<file path="src/rtl/dsss_pkg.sv">
// Purpose: Shared constants and types of the drive safe stop supervisor
// Assumes: 25 MHz reference clock, 32-bit register port, byte addresses
// Notes: Interval values are counted in hundredths of an hour
`default_nettype none
package dsss_pkg;
  // ********************************
  // Timing
  // ********************************
  localparam int CLK_PERIOD_NS = 40;
  localparam int MON_CYCLE_US = 4000;
  // Least time, so round up
  localparam int MON_CYCLE_CYC = (MON_CYCLE_US * 1000 + CLK_PERIOD_NS - 1) / CLK_PERIOD_NS;
  localparam int CENTIHOUR_MS = 36000;
  // Monitoring cycles per hundredth of an hour
  localparam int CENTIHOUR_TICKS = (CENTIHOUR_MS * 1000) / MON_CYCLE_US;

  // ********************************
  // Register offsets
  // ********************************
  localparam logic [7:0] ADDR_CTRL = 8'h00;
  localparam logic [7:0] ADDR_MODE = 8'h04;
  localparam logic [7:0] ADDR_CU_EN = 8'h08;
  localparam logic [7:0] ADDR_PM_EN = 8'h0c;
  localparam logic [7:0] ADDR_FTI = 8'h10;
  localparam logic [7:0] ADDR_CU_REF = 8'h14;
  localparam logic [7:0] ADDR_PM_REF = 8'h18;
  localparam logic [7:0] ADDR_CU_ACT = 8'h1c;
  localparam logic [7:0] ADDR_PM_ACT = 8'h20;
  localparam logic [7:0] ADDR_PW_ENTRY = 8'h24;
  localparam logic [7:0] ADDR_PW_NEW = 8'h28;
  localparam logic [7:0] ADDR_PW_CONFIRM = 8'h2c;
  localparam logic [7:0] ADDR_CMD = 8'h30;
  localparam logic [7:0] ADDR_STATUS = 8'h34;
  localparam logic [7:0] ADDR_VERSION = 8'h38;
  localparam logic [7:0] ADDR_TIMER = 8'h3c;

  // ********************************
  // Field positions and codes
  // ********************************
  localparam int CTRL_PARK_BIT = 0;
  localparam int CMD_ADOPT_BIT = 0;
  localparam int CMD_DRV_RESET_BIT = 1;
  localparam int CMD_QC_FINISH_BIT = 2;
  localparam int CMD_UNIT_RESTORE_BIT = 3;
  localparam int EN_CUTOFF_BIT = 0;
  localparam logic [7:0] MODE_SAFETY = 8'h5f;
  localparam logic [7:0] UNIT_RESTORE = 8'h1e;
  localparam logic [15:0] CRC_POLY = 16'h1021;
  localparam logic [15:0] CRC_INIT = 16'hffff;

  // ********************************
  // Reset values
  // ********************************
  localparam logic [19:0] FTI_DEFAULT = 20'h00320;
  localparam logic [19:0] FTI_MAX = 20'hdbba0;
  localparam logic [15:0] PW_DEFAULT = 16'h0000;
  localparam logic [15:0] REF_DEFAULT = 16'h0000;
  localparam logic [7:0] EN_DEFAULT = 8'h00;

  // ********************************
  // Types
  // ********************************
  // One channel's copy of the safety parameters
  typedef struct packed {
    logic [7:0] enable;
    logic [19:0] interval;
  } dsss_chan_type;

  localparam dsss_chan_type CHAN_DEFAULT = '{enable: EN_DEFAULT, interval: FTI_DEFAULT};

  // Status word, low bits of the status register
  typedef struct packed {
    logic brake_close;
    logic wr_ok;
    logic boot_done;
    logic accept_req;
    logic pm_fault;
    logic cu_fault;
    logic test_due;
    logic lockout;
    logic cutoff;
  } dsss_status_type;

  typedef enum logic [1:0] {B_CLR, B_FEED, B_CHK, B_RUN} dsss_boot_type;
endpackage
`default_nettype wire

</file>
<file path="src/rtl/dsss_crc.sv">
// Purpose: Word-parallel CRC-16 over 32-bit words of one channel
// Assumes: Caller clears it before the first word
// Notes: Result holds once feeding stops
`default_nettype none
module dsss_crc
  import dsss_pkg::*;
(
  input wire logic ref_clk_i, // Clock
  input wire logic srst_i, // Sync reset
  input wire logic clr_i, // Load initial value
  input wire logic en_i, // Absorb data word
  input wire logic [31:0] data_i, // Data word
  output logic [15:0] crc_o // Running checksum
);
  // ********************************
  // Word step
  // ********************************
  // Whole word per cycle, MSB first
  function automatic logic [15:0] crc_word(input logic [15:0] c, input logic [31:0] w);
    logic [15:0] r;
    r = c;
    for (int i = 31; i >= 0; i--) begin
      r = (r[15] ^ w[i]) ? ({r[14:0], 1'b0} ^ CRC_POLY) : {r[14:0], 1'b0};
    end
    return r;
  endfunction

  logic [15:0] crc_q; // Accumulator
  logic [15:0] crc_d; // Next value

  // Next value
  always_comb begin
    crc_d = crc_q;
    if (clr_i) begin
      crc_d = CRC_INIT;
    end else if (en_i) begin
      crc_d = crc_word(crc_q, data_i);
    end
  end

  // Register
  always_ff @(posedge ref_clk_i) begin
    if (srst_i) begin
      crc_q <= CRC_INIT;
    end else begin
      crc_q <= crc_d;
    end
  end

  assign crc_o = crc_q;
endmodule
`default_nettype wire

</file>
<file path="src/rtl/dsss_top.sv">
// Purpose: Safety supervisor of one drive: cutoff, checksum, password, test timer
// Assumes: Shutdown select pins are asynchronous and active low
// Notes: Cutoff and timer advance once per monitoring cycle
`default_nettype none
module dsss_top
  import dsss_pkg::*;
#(
  parameter int MON_CYC = MON_CYCLE_CYC, // Clocks per monitoring cycle
  parameter int CH_TICKS = CENTIHOUR_TICKS, // Cycles per 0.01 h
  parameter logic [15:0] CU_VER = 16'h0001, // Arbitrary value
  parameter logic [15:0] PM_VER = 16'h0002 // Arbitrary value
) (
  input wire logic ref_clk_i, // Clock
  input wire logic srst_i, // Sync reset
  input wire logic [7:0] addr_i, // Byte address
  input wire logic [31:0] wdata_i, // Write data
  input wire logic wr_i, // Write strobe
  input wire logic rd_i, // Read strobe
  output logic [31:0] rd_data_o, // Read data, next cycle
  input wire logic sel_cu_n_i, // CU select pin, low
  input wire logic sel_pm_n_i, // PM select pin, low
  input wire logic drive_on_i, // Drive enable pin
  input wire logic chassis_i, // Chassis power unit
  output logic shutdown_cu_n_o, // CU path, low cuts
  output logic shutdown_pm_n_o, // PM path, low cuts
  output logic restart_lockout_o, // Restart inhibit
  output logic brake_close_o, // Holding brake apply
  output logic test_due_o, // Test-due alarm
  output logic [1:0] cks_fault_o, // PM, CU mismatch
  output logic accept_test_o, // Acceptance test request
  output logic boot_done_o // Startup check finished
);
  localparam int MW = $clog2(MON_CYC + 1);
  localparam int CW = $clog2(CH_TICKS + 1);

  // ********************************
  // Pin synchronisers
  // ********************************
  logic [2:0] s1_q; // First stage only
  logic [2:0] s2_q; // Safe to read

  // Two stages, reset to selected
  always_ff @(posedge ref_clk_i) begin
    if (srst_i) begin
      s1_q <= 3'h0;
      s2_q <= 3'h0;
    end else begin
      s1_q <= {drive_on_i, sel_pm_n_i, sel_cu_n_i};
      s2_q <= s1_q;
    end
  end

  // ********************************
  // Parameters and password
  // ********************************
  dsss_chan_type cu_q, cu_d; // CU copy
  dsss_chan_type pm_q, pm_d; // PM copy
  logic [15:0] cref_q, cref_d; // CU reference
  logic [15:0] pref_q, pref_d; // PM reference
  logic [15:0] pws_q, pws_d; // Stored password
  logic [15:0] pwe_q, pwe_d; // Password entry
  logic [15:0] pwn_q, pwn_d; // New password
  logic [15:0] pwc_q, pwc_d; // Confirmation
  logic [7:0] mode_q, mode_d; // Commissioning mode
  logic [7:0] unit_q, unit_d; // Unit commission select
  logic park_q, park_d; // Parking mode
  logic [7:0] rej_q, rej_d; // Rejection counter
  logic [15:0] cu_crc; // CU actual checksum
  logic [15:0] pm_crc; // PM actual checksum
  logic wr_ok; // Protected write allowed
  logic prot; // Address is protected
  logic adopt; // Adopt accepted
  logic drv_rst; // Drive reset requested
  logic safe_off; // Both enables zero

  assign wr_ok = (mode_q == MODE_SAFETY) && (pwe_q == pws_q);
  assign prot = (addr_i == ADDR_CU_EN) || (addr_i == ADDR_PM_EN) || (addr_i == ADDR_FTI) ||
                (addr_i == ADDR_CU_REF) || (addr_i == ADDR_PM_REF);
  assign adopt = wr_i && (addr_i == ADDR_CMD) && wdata_i[CMD_ADOPT_BIT] && wr_ok;
  assign drv_rst = wr_i && (addr_i == ADDR_CMD) && (wdata_i[CMD_DRV_RESET_BIT] || wdata_i[CMD_QC_FINISH_BIT]);
  assign safe_off = (cu_q.enable == EN_DEFAULT) && (pm_q.enable == EN_DEFAULT);

  // Register writes and commands
  always_comb begin
    cu_d = cu_q;
    pm_d = pm_q;
    cref_d = cref_q;
    pref_d = pref_q;
    pws_d = pws_q;
    pwe_d = pwe_q;
    pwn_d = pwn_q;
    pwc_d = pwc_q;
    mode_d = mode_q;
    unit_d = unit_q;
    park_d = park_q;
    rej_d = rej_q;
    if (wr_i && prot && !wr_ok) begin
      rej_d = rej_q + 8'h01;
    end else if (wr_i) begin
      unique case (addr_i)
        ADDR_CTRL: park_d = wdata_i[CTRL_PARK_BIT];
        ADDR_MODE: begin
          mode_d = wdata_i[7:0];
          unit_d = wdata_i[15:8];
        end
        ADDR_CU_EN: cu_d.enable = wdata_i[7:0];
        ADDR_PM_EN: pm_d.enable = wdata_i[7:0];
        ADDR_FTI: begin
          cu_d.interval = (wdata_i[19:0] > FTI_MAX || |wdata_i[31:20]) ? FTI_MAX : wdata_i[19:0];
          pm_d.interval = cu_d.interval;
        end
        ADDR_CU_REF: cref_d = wdata_i[15:0];
        ADDR_PM_REF: pref_d = wdata_i[15:0];
        ADDR_PW_ENTRY: pwe_d = wdata_i[15:0];
        ADDR_PW_NEW: pwn_d = wdata_i[15:0];
        ADDR_PW_CONFIRM: begin
          pwc_d = wdata_i[15:0];
          if (wr_ok && (pwn_q == wdata_i[15:0])) begin
            pws_d = pwn_q;
            pwe_d = pwn_q;
          end
        end
        ADDR_CMD: begin
          if (adopt) begin
            cref_d = cu_crc;
            pref_d = pm_crc;
          end else if (wdata_i[CMD_ADOPT_BIT]) begin
            rej_d = rej_q + 8'h01;
          end
          if (drv_rst && safe_off) begin
            cu_d = CHAN_DEFAULT;
            pm_d = CHAN_DEFAULT;
          end else if (drv_rst) begin
            rej_d = rej_q + 8'h01;
          end
          if (wdata_i[CMD_UNIT_RESTORE_BIT] && (unit_q == UNIT_RESTORE)) begin
            cu_d = CHAN_DEFAULT;
            pm_d = CHAN_DEFAULT;
            cref_d = REF_DEFAULT;
            pref_d = REF_DEFAULT;
            pws_d = PW_DEFAULT;
            pwe_d = PW_DEFAULT;
          end else if (wdata_i[CMD_UNIT_RESTORE_BIT]) begin
            rej_d = rej_q + 8'h01;
          end
        end
        default: begin
        end
      endcase
    end
  end

  // Register; password starts at zero
  always_ff @(posedge ref_clk_i) begin
    if (srst_i) begin
      cu_q <= CHAN_DEFAULT;
      pm_q <= CHAN_DEFAULT;
      cref_q <= REF_DEFAULT;
      pref_q <= REF_DEFAULT;
      pws_q <= PW_DEFAULT;
      pwe_q <= PW_DEFAULT;
      pwn_q <= PW_DEFAULT;
      pwc_q <= PW_DEFAULT;
      mode_q <= 8'h00;
      unit_q <= 8'h00;
      park_q <= 1'b0;
      rej_q <= 8'h00;
    end else begin
      cu_q <= cu_d;
      pm_q <= pm_d;
      cref_q <= cref_d;
      pref_q <= pref_d;
      pws_q <= pws_d;
      pwe_q <= pwe_d;
      pwn_q <= pwn_d;
      pwc_q <= pwc_d;
      mode_q <= mode_d;
      unit_q <= unit_d;
      park_q <= park_d;
      rej_q <= rej_d;
    end
  end

  // ********************************
  // Startup checksum
  // ********************************
  dsss_boot_type st_q, st_d; // Boot state
  logic idx_q, idx_d; // Word index
  logic [1:0] flt_q, flt_d; // PM, CU faults
  logic acc_q, acc_d; // Acceptance request

  // Display values stay out of the sum
  function automatic logic [31:0] chan_word(input dsss_chan_type c, input logic i);
    return i ? {12'h000, c.interval} : {24'h000000, c.enable};
  endfunction

  dsss_crc u_cu_crc (
    .ref_clk_i(ref_clk_i),
    .srst_i(srst_i),
    .clr_i(st_q == B_CLR),
    .en_i(st_q == B_FEED),
    .data_i(chan_word(cu_q, idx_q)),
    .crc_o(cu_crc)
  );
  dsss_crc u_pm_crc (
    .ref_clk_i(ref_clk_i),
    .srst_i(srst_i),
    .clr_i(st_q == B_CLR),
    .en_i(st_q == B_FEED),
    .data_i(chan_word(pm_q, idx_q)),
    .crc_o(pm_crc)
  );

  // Boot sequence and fault flags
  always_comb begin
    st_d = st_q;
    idx_d = idx_q;
    flt_d = flt_q;
    acc_d = acc_q;
    unique case (st_q)
      B_CLR: st_d = B_FEED;
      B_FEED: begin
        idx_d = ~idx_q;
        if (idx_q) begin
          st_d = B_CHK;
        end
      end
      B_CHK: begin
        flt_d = {pm_crc != pref_q, cu_crc != cref_q};
        acc_d = (pm_crc != pref_q) || (cu_crc != cref_q);
        st_d = B_RUN;
      end
      B_RUN: begin
        if (adopt) begin
          flt_d = 2'h0;
          acc_d = 1'b0;
        end
      end
    endcase
  end

  // Register
  always_ff @(posedge ref_clk_i) begin
    if (srst_i) begin
      st_q <= B_CLR;
      idx_q <= 1'b0;
      flt_q <= 2'h0;
      acc_q <= 1'b0;
    end else begin
      st_q <= st_d;
      idx_q <= idx_d;
      flt_q <= flt_d;
      acc_q <= acc_d;
    end
  end

  // ********************************
  // Cutoff and test timer
  // ********************************
  logic [MW-1:0] mon_q, mon_d; // Cycle divider
  logic [CW-1:0] ch_q, ch_d; // Ticks in 0.01 h
  logic [19:0] tmr_q, tmr_d; // Remaining 0.01 h
  logic cut_q, cut_d; // Cutoff active
  logic lock_q, lock_d; // Restart lockout
  logic due_q, due_d; // Test due
  logic brk_q; // Brake drive present
  logic tick; // Monitoring cycle
  logic fall; // Cutoff deselected
  logic cut_nx; // Cutoff wanted at next tick

  assign tick = mon_q == MW'(MON_CYC - 1);
  assign cut_nx = (st_q != B_RUN) || ((cu_q.enable[EN_CUTOFF_BIT] || pm_q.enable[EN_CUTOFF_BIT]) &&
                  (!s2_q[0] || !s2_q[1] || park_q));
  // Kept off cut_d so the timer block forms no loop
  assign fall = tick && cut_q && !cut_nx;

  // Evaluated once per monitoring cycle
  always_comb begin
    mon_d = tick ? '0 : MW'(mon_q + 1'b1);
    ch_d = ch_q;
    tmr_d = tmr_q;
    cut_d = cut_q;
    lock_d = lock_q;
    due_d = due_q;
    if (tick) begin
      cut_d = cut_nx;
      lock_d = cut_d || (lock_q && s2_q[2]);
      ch_d = (ch_q == CW'(CH_TICKS - 1)) ? '0 : CW'(ch_q + 1'b1);
      if ((ch_q == CW'(CH_TICKS - 1)) && (tmr_q != 20'h00000)) begin
        tmr_d = tmr_q - 20'h00001;
      end
      due_d = due_q || (tmr_q == 20'h00000);
    end
    if (fall) begin
      ch_d = '0;
      tmr_d = cu_q.interval;
      due_d = 1'b0;
    end
  end

  // Register; starts in the safe state
  always_ff @(posedge ref_clk_i) begin
    if (srst_i) begin
      mon_q <= '0;
      ch_q <= '0;
      tmr_q <= FTI_DEFAULT;
      cut_q <= 1'b1;
      lock_q <= 1'b1;
      due_q <= 1'b0;
      brk_q <= 1'b0;
    end else begin
      mon_q <= mon_d;
      ch_q <= ch_d;
      tmr_q <= tmr_d;
      cut_q <= cut_d;
      lock_q <= lock_d;
      due_q <= due_d;
      brk_q <= !chassis_i;
    end
  end

  assign shutdown_cu_n_o = !cut_q;
  assign shutdown_pm_n_o = !cut_q;
  assign restart_lockout_o = lock_q;
  assign brake_close_o = cut_q && brk_q;
  assign test_due_o = due_q;
  assign cks_fault_o = flt_q;
  assign accept_test_o = acc_q;
  assign boot_done_o = st_q == B_RUN;

  // ********************************
  // Read port
  // ********************************
  dsss_status_type sts; // Status word
  logic [31:0] rd_q, rd_d; // Read data

  assign sts = '{brake_close: brake_close_o, wr_ok: wr_ok, boot_done: boot_done_o, accept_req: acc_q,
                 pm_fault: flt_q[1], cu_fault: flt_q[0], test_due: due_q, lockout: lock_q, cutoff: cut_q};

  // Unmapped and password words read zero
  always_comb begin
    rd_d = 32'h00000000;
    if (rd_i) begin
      unique case (addr_i)
        ADDR_CTRL: rd_d = {31'h00000000, park_q};
        ADDR_MODE: rd_d = {16'h0000, unit_q, mode_q};
        ADDR_CU_EN: rd_d = {24'h000000, cu_q.enable};
        ADDR_PM_EN: rd_d = {24'h000000, pm_q.enable};
        ADDR_FTI: rd_d = {12'h000, cu_q.interval};
        ADDR_CU_REF: rd_d = {16'h0000, cref_q};
        ADDR_PM_REF: rd_d = {16'h0000, pref_q};
        ADDR_CU_ACT: rd_d = {16'h0000, cu_crc};
        ADDR_PM_ACT: rd_d = {16'h0000, pm_crc};
        ADDR_STATUS: rd_d = {8'h00, rej_q, 7'h00, sts};
        ADDR_VERSION: rd_d = {PM_VER, CU_VER};
        ADDR_TIMER: rd_d = {12'h000, tmr_q};
        default: rd_d = 32'h00000000;
      endcase
    end
  end

  // Register
  always_ff @(posedge ref_clk_i) begin
    if (srst_i) begin
      rd_q <= 32'h00000000;
    end else begin
      rd_q <= rd_d;
    end
  end

  assign rd_data_o = rd_q;
endmodule
`default_nettype wire

</file>
<file path="config.mk">
export PLATFORM = sky130hd
export DESIGN_NAME = dsss_top
export DESIGN_NICKNAME = d
export VERILOG_FILES = /design/src/rtl/dsss_pkg.sv /design/src/rtl/dsss_crc.sv /design/src/rtl/dsss_top.sv
export SDC_FILE = /design/constraint.sdc
export NUM_CORES = 1
export LEC_CHECK = 0
export BUFFER_PORTS_ARGS = -buffer_cell sky130_fd_sc_hd__buf_4
export CELL_PAD_IN_SITES_DETAIL_PLACEMENT = 0
export CELL_PAD_IN_SITES_GLOBAL_PLACEMENT = 1
export CORE_MARGIN = 5
export CORE_UTILIZATION = 43
export DETAILED_ROUTE_END_ITERATION = 16
export PLACE_DENSITY = 0.88
export SLEW_MARGIN = 20
export SYNTH_ARGS = -nofsm -noshare
export SYNTH_HDL_FRONTEND = slang
export SYNTH_SLANG_ARGS = --single-unit
</file>
<file path="constraint.sdc">
create_clock -name ref_clk_i -period 2.6 [get_ports ref_clk_i]
set_input_delay 0.13 -clock ref_clk_i [delete_from_list [all_inputs] [get_ports ref_clk_i]]
set_output_delay 0.13 -clock ref_clk_i [all_outputs]
set_load 0.02 [all_outputs]
</file>
==> run summary <==
Die Area: 38400 um^2
Post-Route WL: 52800 um
Slew Limit Headroom: 0.309
DRT iter0 DRCs: 1436
Largest family of logic cells by synthesized area: simple AND/OR/NAND/NOR gates
Max incr delay on CP: 0.53 ns
Initial core utilization: 0.432
RR Endpoint: u_pm_crc.crc_o[5]
Fin nets: 1960
HPWL after DPL: 38200 um
Top post-synthesis cells by area: dfxtp_1, xnor2_1, nor2_1
CTS clk-pin slew, worst paths: 0.06 ns
Setup Skew: 0.0205 ns
Vias in the first global route: 13400
VDD IR-drop max: 0.00251 V
Placed Cells incl. Taps: 2294
Average via count per standard cell: 5.93
CP endpoint: u_pm_crc.crc_o[5]
Fillcell total: 3105
WL/cell: 22.2 um
CP cell instances: xnor3_1, xnor3_2, xor3_2, xnor2_1, xnor2_1, buf_4, or3_1, nand3_1
Main synth FF type: dfxtp_1
Power per cell area: 1420 nW/um^2
Crit start category: flop
FF-to-FF Start: u_pm_crc.crc_o[7]
Synth Area in Adders: 0.00758
Cell mode on critical path: xnor2_1
Mapped Cells: 1688
Area leader, netlist: dfxtp_1
CTS tree: built
Total gr overflow: 0
Outcome: finished, violations left
R2r setup slk: -0.002 ns
Post-synthesis sequential area ratio: 0.356
Final std cells w/o fill: 2377
Port Buffer Count: 80
Syn avg cell area: 8.81 um^2
CTS HTree Levels: 1
Largest net degree at the start of global routing: 138
Synth async-reset ratio: 0
Finished Cell Area: 18800 um^2
Tot GR Track Use: 0.260
Tmin final: 2.60 ns
Netlist Area Pre-Place: 14900 um^2
Site row count: 68
Clock Sinks: 264
Seq cells post-synth: 264
Finished Core Util: 0.548
GP Congestion: 0.988
Worst Path Class, Setup: flop to flop
Most common cell in the netlist: dfxtp_1
Critical-path top delay cell: xor3_2
Synth Area in XOR/XNOR: 0.188
Final setup violation count: 1
Total of max-cap violations: 0
Slew at the pin with the worst max-slew slack: 1.04 ns
Core Region: 34400 um^2
Clock Latency Late Sink: 0.59 ns
Chip width: 196 um
Top cells by count, synth: dfxtp_1, nor2_1, nand2_1, xnor2_1, a21oi_1
Worst Reg2Reg Path Length in Cells: 8
RSZ-0062 raised after global routing: true
Final WS setup: -0.00235 ns
Share of cells above drive strength 1: 0.229
DR vias: 14100
Worst Setup End Kind: flop
Failing checks: negative setup slack
Final Max Slew Viols: 0
Synth Area in Simple Gates: 0.197
Post-synth EDFFs: 0
Clk buf depth: 3
Drt first pass iters: 6
Compound-cell area share of the yosys netlist: 0.159
First-pass GRT wire length: 79000 um
# DRC: 0
# diodes: 0
Num CTS Buffers: 30
Synth unique cells: 80
Overall power: 26.7 mW
Peak Freq: 0.384 GHz
Antenna viol nets, final: 0
Min-Delay Path Class: input port to flop
Critical Path AT: 3.11 ns
Final period utilization: 1.00
Hold Vio Cnt, Final: 0
CP Launch Point: u_pm_crc.crc_o[7]
I/O pins: 89
Top cell type's share of synthesized area: 0.356
Critical path required time: 3.11 ns
Clock root cell: clkbuf_16
Ys Warns: 0
Mux contribution to synthesized area: 0.0471
Placed standard-cell area: 17200 um^2
Area grow syn2layout: 26.6%
Die height: 196 um
Initial antenna violation count: 1
Leakage: 7.74 nW
Critical Path Fanout Max: 5
stage by stage:
step / setup slack, ns / hold WS [ns] / setup TNS, ns
global placement: -0.124 / 0.299 / -0.182
floorplan: -0.0248 / 0.202 / -0.0248
finish: -0.00235 / 0.0195 / -0.00235
detailed placement: -0.150 / 0.295 / -0.598
CTS: 0.00411 / 0.00457 / 0
global route: -0.101 / 0.0257 / -0.294
logic make-up (layout without fill, tap and decap cells):
group / after synthesis / in the layout
fa+ha+maj: 9 / 9
buf+inv: 154 / 381
compound gates: 350 / 350
simple gates: 599 / 599
xor+xnor: 241 / 241
other cells: 1 / 8
flops: 264 / 264
mux: 70 / 70
worst max-delay path, delay by kind of cell (launching register included):
kind,cells,cell delay (ns)
XOR/XNOR,5,1.66
AND/OR/NAND/NOR,2,0.40
flip-flops,1,0.33
buffers and inverters,1,0.16
layout make-up:
| class | count | area (um^2) | area share |
|---|---|---|---|
| clock buffers | 41 | 862 | 0.0458 |
| clock inverters | 10 | 128 | 0.00678 |
| inverters | 22 | 82.6 | 0.00439 |
| multi-input cells | 1277 | 9350 | 0.497 |
| flip-flops and latches | 264 | 5310 | 0.282 |
| well taps | 455 | 569 | 0.0303 |
| repair buffers | 308 | 2510 | 0.134 |
power by group:
| part | total [mW] | internal, mW | switching [mW] |
|---|---|---|---|
| Combinational | 17.9 | 9.78 | 8.17 |
| Clock | 4.25 | 2.50 | 1.75 |
| Sequential | 4.46 | 4.26 | 0.204 |
cell usage in the layout (no fill, tap or decap), drive strengths merged, types with 18 or more instances in the layout:
cell / Yosys / routed
buf: 33 / 283
dfxtp: 264 / 264
nor2: 208 / 208
nand2: 117 / 117
xnor2: 111 / 111
a21oi: 103 / 103
xor2: 86 / 86
mux2i: 70 / 70
nor3: 69 / 69
o21ai: 54 / 54
clkbuf: 98 / 41
xnor3: 35 / 35
a221oi: 33 / 33
nor4: 31 / 31
a22oi: 27 / 27
nand3: 26 / 26
dlygate4sd3: 1 / 25
nor2b: 24 / 24
nand4: 23 / 23
inv: 21 / 21
and2: 20 / 20
and3: 18 / 18
or3: 18 / 18
worst min path at each step:
stage                     depth (start not counted)      to        from
after detailed placement                          2   brk_q   chassis_i
after global placement                            2   brk_q   chassis_i
after global routing                              4  park_q  wdata_i[0]
after CTS                                         4  park_q  wdata_i[0]
final                                             4  park_q  wdata_i[0]
after floorplan                                   1   brk_q   chassis_i
per-layer routing:
metal  wire length, um  vias to the layer above  global-route usage
li1                  -                     6428                   -
met2             23400                      731               0.409
met5                19                        -                   0
met4              2690                        2               0.108
met3              5170                      180              0.0622
met1             21600                     6752               0.344
timing repair:
action	4_1_cts	5_1_grt
gates cloned	0	0
pin swaps	1	12
hold endpoints to repair	60	0
buffers inserted	2	5
hold buffers	25	0
setup endpoints to repair	20	73
gates resized for setup	8	84
registers in the layout (all words and copies together), names as in the netlist, 14 cells and up:
name / count
u_pm_crc.crc_o: 16
pws_q: 16
pwn_q: 16
tmr_q: 20
mon_q: 17
rd_data_o: 24
u_cu_crc.crc_o: 16
pwe_q: 16
ch_q: 14
pm_q: 28
cref_q: 16
pref_q: 16
No activity file was read; power rests on OpenSTA's default activity.
